### src/shared/dcwd_pkg.sv
// package for the drive command word decoder
// assumes a single 50 MHz clock shared by every user of these constants
`default_nettype none
package dcwd_pkg;
	localparam int CLK_PERIOD_NS = 20;
	// control cycle period and its length in clocks
	localparam int CTRL_CYCLE_NS = 10000;
	localparam int CTRL_CYCLE_CLKS = CTRL_CYCLE_NS / CLK_PERIOD_NS;

	// object dictionary indexes
	localparam logic [15:0] IDX_CMD_WORD = 16'h6040;
	localparam logic [15:0] IDX_STATE_WORD = 16'h6041;
	localparam logic [15:0] CMD_WORD_RST = 16'h0000;

	// command word bit positions
	localparam int CW_SWITCH_ON = 0;
	localparam int CW_EN_VOLT = 1;
	localparam int CW_QSTOP_N = 2;
	localparam int CW_EN_OP = 3;
	localparam int CW_NEW_SP = 4;
	localparam int CW_CHG_IMM = 5;
	localparam int CW_REL = 6;
	localparam int CW_FLT_RST = 7;
	localparam int CW_HALT = 8;
	localparam int CW_LIFE = 15;

	// state word bit positions
	localparam int SW_VOLT_EN = 4;
	localparam int SW_LIFE = 15;

	// state bits 0..3,5,6 with bit 4 cleared (voltage filled in live)
	localparam logic [6:0] SW_NOT_READY = 7'h00;
	localparam logic [6:0] SW_SO_DIS = 7'h40;
	localparam logic [6:0] SW_READY = 7'h21;
	localparam logic [6:0] SW_SWITCHED = 7'h23;
	localparam logic [6:0] SW_OP_EN = 7'h27;
	localparam logic [6:0] SW_QS_ACT = 7'h07;
	localparam logic [6:0] SW_FLT_REACT = 7'h0f;
	localparam logic [6:0] SW_FAULT = 7'h08;

	typedef enum logic [2:0] {
		ST_NOT_READY,
		ST_SO_DISABLED,
		ST_READY,
		ST_SWITCHED_ON,
		ST_OP_ENABLED,
		ST_QS_ACTIVE,
		ST_FAULT_REACT,
		ST_FAULT
	} dcwd_state_e;

	typedef enum logic [2:0] {
		CMD_NONE,
		CMD_SHUT_DOWN,
		CMD_SWITCH_ON,
		CMD_DIS_VOLT,
		CMD_QUICK_STOP,
		CMD_EN_OP
	} dcwd_cmd_e;
endpackage : dcwd_pkg
`default_nettype wire

### src/rtl/dcwd_cycle_timer.sv
// control cycle tick generator: one-clock pulse every PERIOD clocks
// assumes a synchronised active-low reset
`default_nettype none
module dcwd_cycle_timer
	import dcwd_pkg::*;
#(
	parameter int PERIOD = CTRL_CYCLE_CLKS
) (
	// clock and reset
	input wire logic clk_in,
	input wire logic rst_n_in,
	// tick
	output logic tick_out
);
	logic [15:0] cnt_q;

	always_ff @(posedge clk_in or negedge rst_n_in) begin
		if (!rst_n_in) begin
			cnt_q <= 16'h0000;
			tick_out <= 1'b0;
		end else if (cnt_q == 16'(PERIOD - 1)) begin
			cnt_q <= 16'h0000;
			tick_out <= 1'b1;
		end else begin
			cnt_q <= cnt_q + 16'h0001;
			tick_out <= 1'b0;
		end
	end
endmodule : dcwd_cycle_timer
`default_nettype wire

### src/rtl/dcwd_decoder.sv
// drive command word decoder and drive power state machine
// assumes object dictionary accesses arrive synchronous to ref_clk_in
`default_nettype none
// Contract
// - bits 0-3 decode into the device commands
// - shut down leaves switch-on-disabled for ready
// - switch on moves ready to switched on
// - enable operation moves switched on onward
// - enable operation from ready lands enabled
// - fault reset edge returns fault to disabled
// - fault reset acts on rising edge only
// - quick stop ramps down then holds position if profile_pos_in
// - quick stop left only by disable voltage; the code also leaves it for fault reaction on a detected error
// - bit 4 flags a new target position
// - bit 5 ignored, jobs start at once
// - bit 6 selects absolute or relative target
// - halt bit stops, clearing resumes jobs
// - life bit mirrored into state word
// - undefined commands cause no state change
// - state word bits 0-6 show state
// - state word encoding per state
// - disable voltage drops output stage, no braking
// - enabled error forces stop then fault
module dcwd_decoder
	import dcwd_pkg::*;
#(
	parameter int CYCLE_CLKS = CTRL_CYCLE_CLKS
) (
	// clock and reset
	input wire logic ref_clk_in,
	input wire logic nrst_in,
	// object dictionary access
	input wire logic obj_wr_in,
	input wire logic obj_rd_in,
	input wire logic [15:0] obj_index_in,
	input wire logic [15:0] obj_wdata_in,
	output logic [15:0] obj_rdata_out,
	output logic obj_rvalid_out,
	// drive status inputs
	input wire logic fault_detect_in,
	input wire logic motor_stopped_in,
	input wire logic supply_ok_in,
	input wire logic profile_pos_in,
	// drive control outputs
	output logic [15:0] state_word_out,
	output logic stage_enable_out,
	output logic qs_ramp_out,
	output logic hold_pos_out,
	output logic fault_stop_out,
	output logic halt_out,
	output logic new_setpoint_out,
	output logic relative_out,
	output logic start_job_out,
	output logic cancel_jobs_out
);
	logic rst_meta_q;
	logic rst_n_q;
	logic tick;
	logic [15:0] cmd_word_q;
	logic flt_rst_prev_q;
	logic new_sp_prev_q;
	logic life_q;
	dcwd_state_e st_q;
	dcwd_state_e st_d;
	dcwd_cmd_e cmd;
	logic flt_rst_edge;

	// reset release through two flops
	always_ff @(posedge ref_clk_in or negedge nrst_in) begin
		if (!nrst_in) begin
			rst_meta_q <= 1'b0;
			rst_n_q <= 1'b0;
		end else begin
			rst_meta_q <= 1'b1;
			rst_n_q <= rst_meta_q;
		end
	end

	dcwd_cycle_timer #(
		.PERIOD(CYCLE_CLKS)
	) u_timer (
		.clk_in(ref_clk_in),
		.rst_n_in(rst_n_q),
		.tick_out(tick)
	);

	function automatic dcwd_cmd_e decode_cmd(input logic [3:0] b);
		// disable voltage outranks quick stop, which outranks the rest
		if (!b[CW_EN_VOLT])
			return CMD_DIS_VOLT;
		else if (!b[CW_QSTOP_N])
			return CMD_QUICK_STOP;
		else if (!b[CW_SWITCH_ON])
			return CMD_SHUT_DOWN;
		else if (!b[CW_EN_OP])
			return CMD_SWITCH_ON;
		else
			return CMD_EN_OP;
	endfunction : decode_cmd

	function automatic logic [6:0] state_bits(input dcwd_state_e s);
		case (s)
			ST_NOT_READY: return SW_NOT_READY;
			ST_SO_DISABLED: return SW_SO_DIS;
			ST_READY: return SW_READY;
			ST_SWITCHED_ON: return SW_SWITCHED;
			ST_OP_ENABLED: return SW_OP_EN;
			ST_QS_ACTIVE: return SW_QS_ACT;
			ST_FAULT_REACT: return SW_FLT_REACT;
			ST_FAULT: return SW_FAULT;
			default: return SW_NOT_READY;
		endcase
	endfunction : state_bits

	// command word store; every bit kept, including the unused ones
	always_ff @(posedge ref_clk_in or negedge rst_n_q) begin
		if (!rst_n_q)
			cmd_word_q <= CMD_WORD_RST;
		else if (obj_wr_in && obj_index_in == IDX_CMD_WORD)
			cmd_word_q <= obj_wdata_in;
	end

	// read port; state word is read-only, writes to it are dropped
	always_ff @(posedge ref_clk_in or negedge rst_n_q) begin
		if (!rst_n_q) begin
			obj_rdata_out <= 16'h0000;
			obj_rvalid_out <= 1'b0;
		end else begin
			obj_rvalid_out <= obj_rd_in;
			if (!obj_rd_in)
				obj_rdata_out <= 16'h0000;
			else if (obj_index_in == IDX_CMD_WORD)
				obj_rdata_out <= cmd_word_q;
			else if (obj_index_in == IDX_STATE_WORD)
				obj_rdata_out <= state_word_out;
			else
				obj_rdata_out <= 16'h0000;
		end
	end

	assign cmd = decode_cmd(cmd_word_q[3:0]);
	assign flt_rst_edge = cmd_word_q[CW_FLT_RST] && !flt_rst_prev_q;

	// edge history is taken per sample, so a pulse inside one cycle is missed
	always_ff @(posedge ref_clk_in or negedge rst_n_q) begin
		if (!rst_n_q) begin
			flt_rst_prev_q <= 1'b0;
			new_sp_prev_q <= 1'b0;
			life_q <= 1'b0;
		end else if (tick) begin
			flt_rst_prev_q <= cmd_word_q[CW_FLT_RST];
			new_sp_prev_q <= cmd_word_q[CW_NEW_SP];
			life_q <= cmd_word_q[CW_LIFE];
		end
	end

	// next state; only the transitions defined for st_q exist
	always_comb begin
		st_d = st_q;
		case (st_q)
			ST_NOT_READY:
				st_d = ST_SO_DISABLED;
			ST_SO_DISABLED:
				if (cmd == CMD_SHUT_DOWN)
					st_d = ST_READY;
			ST_READY: begin
				case (cmd)
					CMD_SWITCH_ON: st_d = ST_SWITCHED_ON;
					CMD_EN_OP: if (supply_ok_in) st_d = ST_OP_ENABLED;
					CMD_DIS_VOLT: st_d = ST_SO_DISABLED;
					CMD_QUICK_STOP: st_d = ST_SO_DISABLED;
					default: st_d = st_q;
				endcase
			end
			ST_SWITCHED_ON: begin
				case (cmd)
					CMD_EN_OP: if (supply_ok_in) st_d = ST_OP_ENABLED;
					CMD_SHUT_DOWN: st_d = ST_READY;
					CMD_DIS_VOLT: st_d = ST_SO_DISABLED;
					CMD_QUICK_STOP: st_d = ST_SO_DISABLED;
					default: st_d = st_q;
				endcase
			end
			ST_OP_ENABLED: begin
				case (cmd)
					CMD_SWITCH_ON: st_d = ST_SWITCHED_ON;
					CMD_SHUT_DOWN: st_d = ST_READY;
					CMD_DIS_VOLT: st_d = ST_SO_DISABLED;
					CMD_QUICK_STOP: st_d = ST_QS_ACTIVE;
					default: st_d = st_q;
				endcase
			end
			ST_QS_ACTIVE:
				if (cmd == CMD_DIS_VOLT)
					st_d = ST_SO_DISABLED;
			ST_FAULT_REACT:
				if (motor_stopped_in)
					st_d = ST_FAULT;
			ST_FAULT:
				if (flt_rst_edge)
					st_d = ST_SO_DISABLED;
			default:
				st_d = ST_NOT_READY;
		endcase
		// a detected error overrides any command from normal states
		if (fault_detect_in && st_q != ST_FAULT_REACT && st_q != ST_FAULT)
			st_d = ST_FAULT_REACT;
	end

	// one evaluation per control cycle sample
	always_ff @(posedge ref_clk_in or negedge rst_n_q) begin
		if (!rst_n_q)
			st_q <= ST_NOT_READY;
		else if (tick)
			st_q <= st_d;
	end

	// output stage and stop control
	always_ff @(posedge ref_clk_in or negedge rst_n_q) begin
		if (!rst_n_q) begin
			stage_enable_out <= 1'b0;
			qs_ramp_out <= 1'b0;
			hold_pos_out <= 1'b0;
			fault_stop_out <= 1'b0;
		end else begin
			// stage stays on while braking in fault reaction
			stage_enable_out <= st_q == ST_OP_ENABLED || st_q == ST_QS_ACTIVE
				|| st_q == ST_FAULT_REACT;
			qs_ramp_out <= st_q == ST_QS_ACTIVE && !motor_stopped_in;
			hold_pos_out <= st_q == ST_QS_ACTIVE && motor_stopped_in && profile_pos_in;
			fault_stop_out <= st_q == ST_FAULT_REACT;
		end
	end

	// motion qualifiers, meaningful only in operation enabled
	always_ff @(posedge ref_clk_in or negedge rst_n_q) begin
		if (!rst_n_q) begin
			halt_out <= 1'b0;
			new_setpoint_out <= 1'b0;
			relative_out <= 1'b0;
			start_job_out <= 1'b0;
			cancel_jobs_out <= 1'b0;
		end else begin
			halt_out <= cmd_word_q[CW_HALT];
			new_setpoint_out <= cmd_word_q[CW_NEW_SP];
			relative_out <= cmd_word_q[CW_REL];
			// change-immediately bit is never consulted
			start_job_out <= tick && st_q == ST_OP_ENABLED && st_d == ST_OP_ENABLED
				&& cmd_word_q[CW_NEW_SP] && !new_sp_prev_q;
			cancel_jobs_out <= tick && st_q == ST_OP_ENABLED && st_d != ST_OP_ENABLED;
		end
	end

	// state word
	always_ff @(posedge ref_clk_in or negedge rst_n_q) begin
		if (!rst_n_q)
			state_word_out <= 16'h0000;
		else begin
			state_word_out <= 16'h0000;
			state_word_out[6:0] <= state_bits(st_q);
			state_word_out[SW_VOLT_EN] <= stage_enable_out;
			state_word_out[SW_LIFE] <= life_q;
		end
	end
endmodule : dcwd_decoder
`default_nettype wire

### config.mk
export PLATFORM = sky130hd
export DESIGN_NAME = dcwd_decoder
export DESIGN_NICKNAME = d
export VERILOG_FILES = /design/src/shared/dcwd_pkg.sv /design/src/rtl/dcwd_cycle_timer.sv /design/src/rtl/dcwd_decoder.sv
export SDC_FILE = /design/constraint.sdc
export NUM_CORES = 1
export LEC_CHECK = 0
export BUFFER_PORTS_ARGS = -buffer_cell sky130_fd_sc_hd__buf_2
export CAP_MARGIN = 10
export CELL_PAD_IN_SITES_DETAIL_PLACEMENT = 1
export CELL_PAD_IN_SITES_GLOBAL_PLACEMENT = 2
export CORE_UTILIZATION = 36
export CTS_CLUSTER_DIAMETER = 120
export CTS_CLUSTER_SIZE = 12
export DETAILED_ROUTE_END_ITERATION = 12
export PLACE_DENSITY = 0.92
export SLEW_MARGIN = 20
export SYNTH_ARGS = -nofsm -noshare
export SYNTH_HDL_FRONTEND = slang
export SYNTH_SLANG_ARGS = --single-unit
### constraint.sdc
create_clock -name ref_clk_in -period 3.35 [get_ports ref_clk_in]
set_input_delay 0.67 -clock ref_clk_in [delete_from_list [all_inputs] [get_ports ref_clk_in]]
set_output_delay 0.67 -clock ref_clk_in [all_outputs]
set_load 0.1 [all_outputs]
Yosys cells after proc, flatten, opt, wreduce, memory -nomap -nowiden
Memory sizes are Yosys's and may differ from the RTL's. A register that Yosys moved wholly into a read port is not among the register bits.
Index checks and enable logic that the tools add are counted.
Storage, ports and cells
  output and inout port bits: 42
  bits in read-only memories: 48
  memories: 1
  register bits after elaboration: 75
Cells by class
  mux-type cells: 19
  equal/unequal tests: 19
  reduce and logical (&&, ||, !) cells: 20
  add/subtract/negate cells: 1
Memory list
  (no name shown): depth 8, width 6, rd ports 1, clocked after memory_dff 1, write ports 0, RTL line dcwd_decoder.sv:102  | case (s)
Operators with widths (number)
  two-way mux 16 bit: 4
  equality test 16 x 15 -> 1 bit (second input constant): 2
  two-way mux 3 bit: 10
  one-hot mux 3 bit (8 select lines): 1
  equality test 3 bit (second input constant): 7
  one-hot mux 3 bit (3 select lines): 2
  adder 16 x 1 -> 16 bit (second input constant): 1
  equality test 16 x 9 -> 1 bit (second input constant): 1
  equality test 3 x 2 -> 1 bit (second input constant): 4
  logical AND 1 bit: 12
  one-hot mux 3 bit (4 select lines): 1
  inequality test 3 bit (second input constant): 3
  equality test 3 x 1 -> 1 bit (second input constant): 2
  zero test 1 bit: 4
  zero test 3 bit: 1
  logical OR 1 bit: 2
  OR reduction 2 bit: 1
  two-way mux 1 bit: 1

Logic depth before layout (Yosys ltp)
  word-level depth: 13
  gate-level depth with buffers: 8

By module
A second synthesis with hierarchy kept.
Second synthesis, totals
  cells, all modules: 272
  area total of the unflattened synthesis: 3266.9 um^2
Modules (own cells, without submodules)
  dcwd_decoder: times used 1, cells an instance 200, area each 2467.4 um^2
  dcwd_cycle_timer: times used 1, cells an instance 72, area each 799.5 um^2

Least setup slack after synthesis
OpenSTA, ideal clock, no wires.
  path kind: input port to flip-flop
  from: in obj_index_in[9]
  to: reg cmd_word_q[10]
  data arrival time: 1.887 ns
  required time: 3.225 ns
  slack: 1.338 ns
  library setup time: 0.125 ns
  stages on the path: 6
  cell sequence: nor4_1 and3_1 and4b_1 buf_4 buf_4 mux2_2
On the way
  longest elaborated chain between the ends: 2
RTL lines
  start, declared: RTL line dcwd_decoder.sv:35  | input wire logic [15:0] obj_index_in,
  equality test 16 x 15 -> 1 bit: RTL line dcwd_decoder.sv:119  | else if (obj_wr_in && obj_index_in == IDX_CMD_WORD)
  logical AND 1 bit: RTL line dcwd_decoder.sv:119
  end signal, assigned: RTL line dcwd_decoder.sv:120  | cmd_word_q <= obj_wdata_in;
  end, declared: RTL line dcwd_decoder.sv:59  | logic [15:0] cmd_word_q;
No other way between the ends.
A chain may end at the register's enable or synchronous reset.

Worst setup path in the final report
  from: reg st_q[1]
  to: reg start_job_out
On the way
  longest elaborated chain between the ends: 8
RTL lines
  start, declared: RTL line dcwd_decoder.sv:63  | dcwd_state_e st_q;
  start signal, assigned: RTL line dcwd_decoder.sv:215  | st_q <= st_d;
  two-way mux 3 bit or inequality test 3 bit (tied branches): RTL line dcwd_decoder.sv:169, dcwd_decoder.sv:177, dcwd_decoder.sv:206
  one-hot mux 3 bit (3 select lines), or another cell as far along: RTL line dcwd_decoder.sv:176  | case (cmd)
  one-hot mux 3 bit (8 select lines) or logical AND 1 bit (tied branches): RTL line dcwd_decoder.sv:160, dcwd_decoder.sv:206
  two-way mux 3 bit: RTL line dcwd_decoder.sv:206  | if (fault_detect_in && st_q != ST_FAULT_REACT && st_q != ST_FAULT)
  equality test 3 bit: RTL line dcwd_decoder.sv:248  | start_job_out <= tick && st_q == ST_OP_ENABLED && st_d == ST_OP_ENABLED
  logical AND 1 bit (*): RTL line dcwd_decoder.sv:248
  logical AND 1 bit (*) (2 in a row): RTL line dcwd_decoder.sv:249  | && cmd_word_q[CW_NEW_SP] && !new_sp_prev_q;
  end signal, assigned: RTL line dcwd_decoder.sv:248
  end, declared: RTL line dcwd_decoder.sv:53  | output logic start_job_out,
Every way passes the cells marked *; elsewhere a longest branch is shown, timed or not.

==> summary.txt <==
Final layout
  • FF+latch area: 1880 sq um
  • Area grow syn2layout: 18.7%
  • Commonest non-fill, non-tap cell in the layout: dfrtp_1
  • Ant. Diodes: 0
  • Fraction of layout cells with a size suffix above 1: 35.2%
  • Multi-input logic area: 1180 sq um
  • Cell area after layout: 3760 sq um
  • # nets final: 381
  • # fillers: 948
  • Commonest cells after routing, fill and taps aside: dfrtp_1, buf_2, nor2_1, mux2_2, nand2_1

Clock network
  • Clock root buffer: clkbuf_8
  • H-tree levels: 3
  • Clock latency at the later pin of the worst-skew pair: 0.34 ns
  • TritonCTS buffer count: 9
  • Clock buffer depth: 2
  • Post-CTS setup buffer count: 0
  • Clock Sinks: 75
  • CTS tree: yes
  • Resize count post-CTS: 0
  • CTS clk-pin slew, worst paths: 0.08 ns
  • Hold_buf cts: 0

Timing
  • Fmax: 437 MHz
  • Max Slew Vio Count: 0
  • Final TNS setup: 0 ns
  • Setup Skew: 0.00645 ns
  • RSZ-0062 raised after global routing: false
  • Final Cycle Share: 68.3%
  • Worst-margin pin slew: 0.831 ns
  • Fin. Hold Viols: 0
  • Finish-stage setup viols: 0
  • Clock period minus worst slack: 2.29 ns
  • Slew headroom: 43.9%

Floorplanning
  • Initial Util: 37.8%
  • Die outline width: 95.8 um
  • Die Height: 95.8 um
  • Core footprint: 8380 sq um
  • FP Rows: 33
  • Die area: 9180 sq um
  • I/O pin count: 82

Place
  • DP Wirelength: 5110 um
  • Post-DP Area: 3590 sq um
  • Routability cong.: 0.814
  • PortBufs: 73

Routing
  • DR vias: 2178
  • Routed WL: 7000 um
  • Post-route ant nets: 0
  • Wirelength per Cell: 15.7 um
  • Initial drt markers: 48
  • DRC: 0
  • DR pass1 iterations: 4
  • DR vias/cell: 4.88

Global routing
  • Pin count of the biggest net entering global routing: 37
  • First-pass GRT wire length: 11500 um
  • Vias in the first global route: 2302
  • GRT Util Overall: 17.0%
  • Initial antenna violation count: 0
  • Grt total ovfl: 0

Setup path
  • CP max-delay cell: o311ai_0
  • WP buf/inv: 0
  • CP endpoint kind: flop
  • R2R setup slack: 1.06 ns
  • FF-to-FF End: start_job_out
  • Worst EP required: 3.62 ns
  • Critical Path Start Type: flop
  • FF-to-FF path depth: 5
  • Critical path type: flop to flop
  • Critical Path Source: st_q[1]
  • Worst r2r src: st_q[1]
  • Crit-path max FO: 13
  • Crit-path max cell delay: 0.75 ns
  • CP Data Arrival Time: 2.56 ns
  • Delay-heaviest family, CP: compound AO/OA/AOI/OAI gates
  • CP endpoint: start_job_out
  • CP Depth: 5
  • Cells along the critical path: and2_2, ha_1, a31oi_1, o311ai_0, and4_1

Power and ir drop
  • Internal power: 0.00121 W
  • Clk pwr share: 37.6%
  • Pwr dens: 428 nW/um^2
  • Sw power: 0.000400 W
  • Sequential Power Share: 56.8%
  • Tot Pwr: 0.00161 W
  • Max IR drop VDD: 0.190 mV
  • Leakage: 1.92 nW
  • Comb power frac: 5.5%
  • Switching Fraction: 24.8%

Yosys
  • Post-Syn Area: 3170 sq um
  • Async set or reset register ratio after synthesis: 100%
  • Synthesized flop and latch total: 75
  • Netlist cell types: 46
  • Area contributors post-synth: dfrtp_1, mux2_2, nor2_1, buf_4, mux2i_1
  • Avg Inst Size Synth: 12.1 sq um
  • Share of the synthesized area in the top cell type: 59.3%
  • Cell taking the most area after synthesis: dfrtp_1
  • Ys flop type: dfrtp_1
  • Register area share after synthesis: 59.3%
  • Post-synth EDFFs: 0
  • Yosys warnings: 0
  • Mapped Cells: 262

Run status
  • Run status: complete, no violations

Job
  • # Max-Cap Violations: 0

Worst hold path
  • Worst Hold Class: input pin to async pin
kinds of logic (layout without fill, tap and decap cells):
logic type / count (synthesis) / in the layout / share of synthesized area (%)
buffers and inverters: 25 / 97 / 4.43
AND/OR/NAND/NOR: 89 / 89 / 15.0
adder cells (fa/ha/maj): 4 / 4 / 1.58
AO/OA/AOI/OAI: 26 / 26 / 6.32
multiplexers: 27 / 27 / 9.29
other: 2 / 9 / 0.237
flip-flops: 75 / 75 / 59.3
XOR/XNOR: 14 / 14 / 3.87
cell type report:
type	count	share of cell area, %
Clock inverter	5	0.799
Sequential cell	75	49.9
Multi-Input combinational cell	169	31.3
Tap cell	105	3.49
Clock buffer	10	3.66
Timing Repair Buffer	75	10.1
Inverter	7	0.699
synthesized netlist by cell type, types with 2 or more instances:
cell / instances
xnor2_1: 7
nand3_1: 8
o21ai_0: 5
o311ai_0: 2
nand2_1: 13
a211oi_1: 3
mux2_2: 19
ha_1: 4
nor4_1: 4
conb_1: 2
a31oi_1: 3
dfrtp_1: 75
inv_1: 7
nor2_1: 28
buf_4: 11
and2_1: 10
nor3b_1: 2
nand2b_1: 2
nand4_1: 3
mux2i_1: 8
and4_1: 2
xor2_1: 7
nor3_1: 4
buf_2: 4
clkbuf_1: 3
a21oi_1: 6
sequential cells by signal (all words and copies together), names as in the netlist, 3 cells and up:
signal / count
obj_rdata_out: 16
state_word_out: 8
u_timer.cnt_q: 16
st_q: 3
cmd_word_q: 16
worst reg2reg max path, stage by stage, from the launching register on:
cell and delay (ns):
dfrtp_1 0.58, and2_2 0.26, ha_1 0.27, a31oi_1 0.06, o311ai_0 0.75, and4_1 0.30
per-stage QoR:
stage                     util (%)  setup WS, ns  hold WS (ns)  cells
after floorplan                  -          1.11         0.331    269
after global placement        42.9         0.900         0.337    431
after detailed placement      42.9         0.773         0.346    431
after CTS                     44.9          1.10        0.0814    446
after global routing          44.9         0.866        0.0809    446
final                         44.9          1.06        0.0998    446
metal layers:
metal	global-route usage [%]	part of all wire (%)	routed length, um	vias up
met2	28.5	51	3590	50
met1	21.1	43	3040	1095
met3	4.82	4.4	308	6
li1	-	-	-	1027
met5	0	0	0	-
met4	5.85	0.93	65	0
power groups by stage:
stage	Sequential [W]	Clock [W]	Combinational, W
after global routing	0.000917	0.000654	0.0000954
final	0.000915	0.000605	0.0000891
after global placement	0.000933	0	0.0000888
after floorplan	0.000942	0	0.0000552
after detailed placement	0.000934	0	0.0000899
after CTS	0.000916	0.000622	0.0000903
worst min path at each step:
stage	start	end	slack, ns	depth (start not counted)
after global routing	nrst_in	rst_n_q	0.08	1
after floorplan	rst_meta_q	rst_n_q	0.33	0
after global placement	rst_meta_q	rst_n_q	0.34	0
after detailed placement	rst_meta_q	rst_n_q	0.35	0
after CTS	nrst_in	rst_n_q	0.08	1
final	nrst_in	rst_n_q	0.1	1
Power figures use the tool's default switching activity.
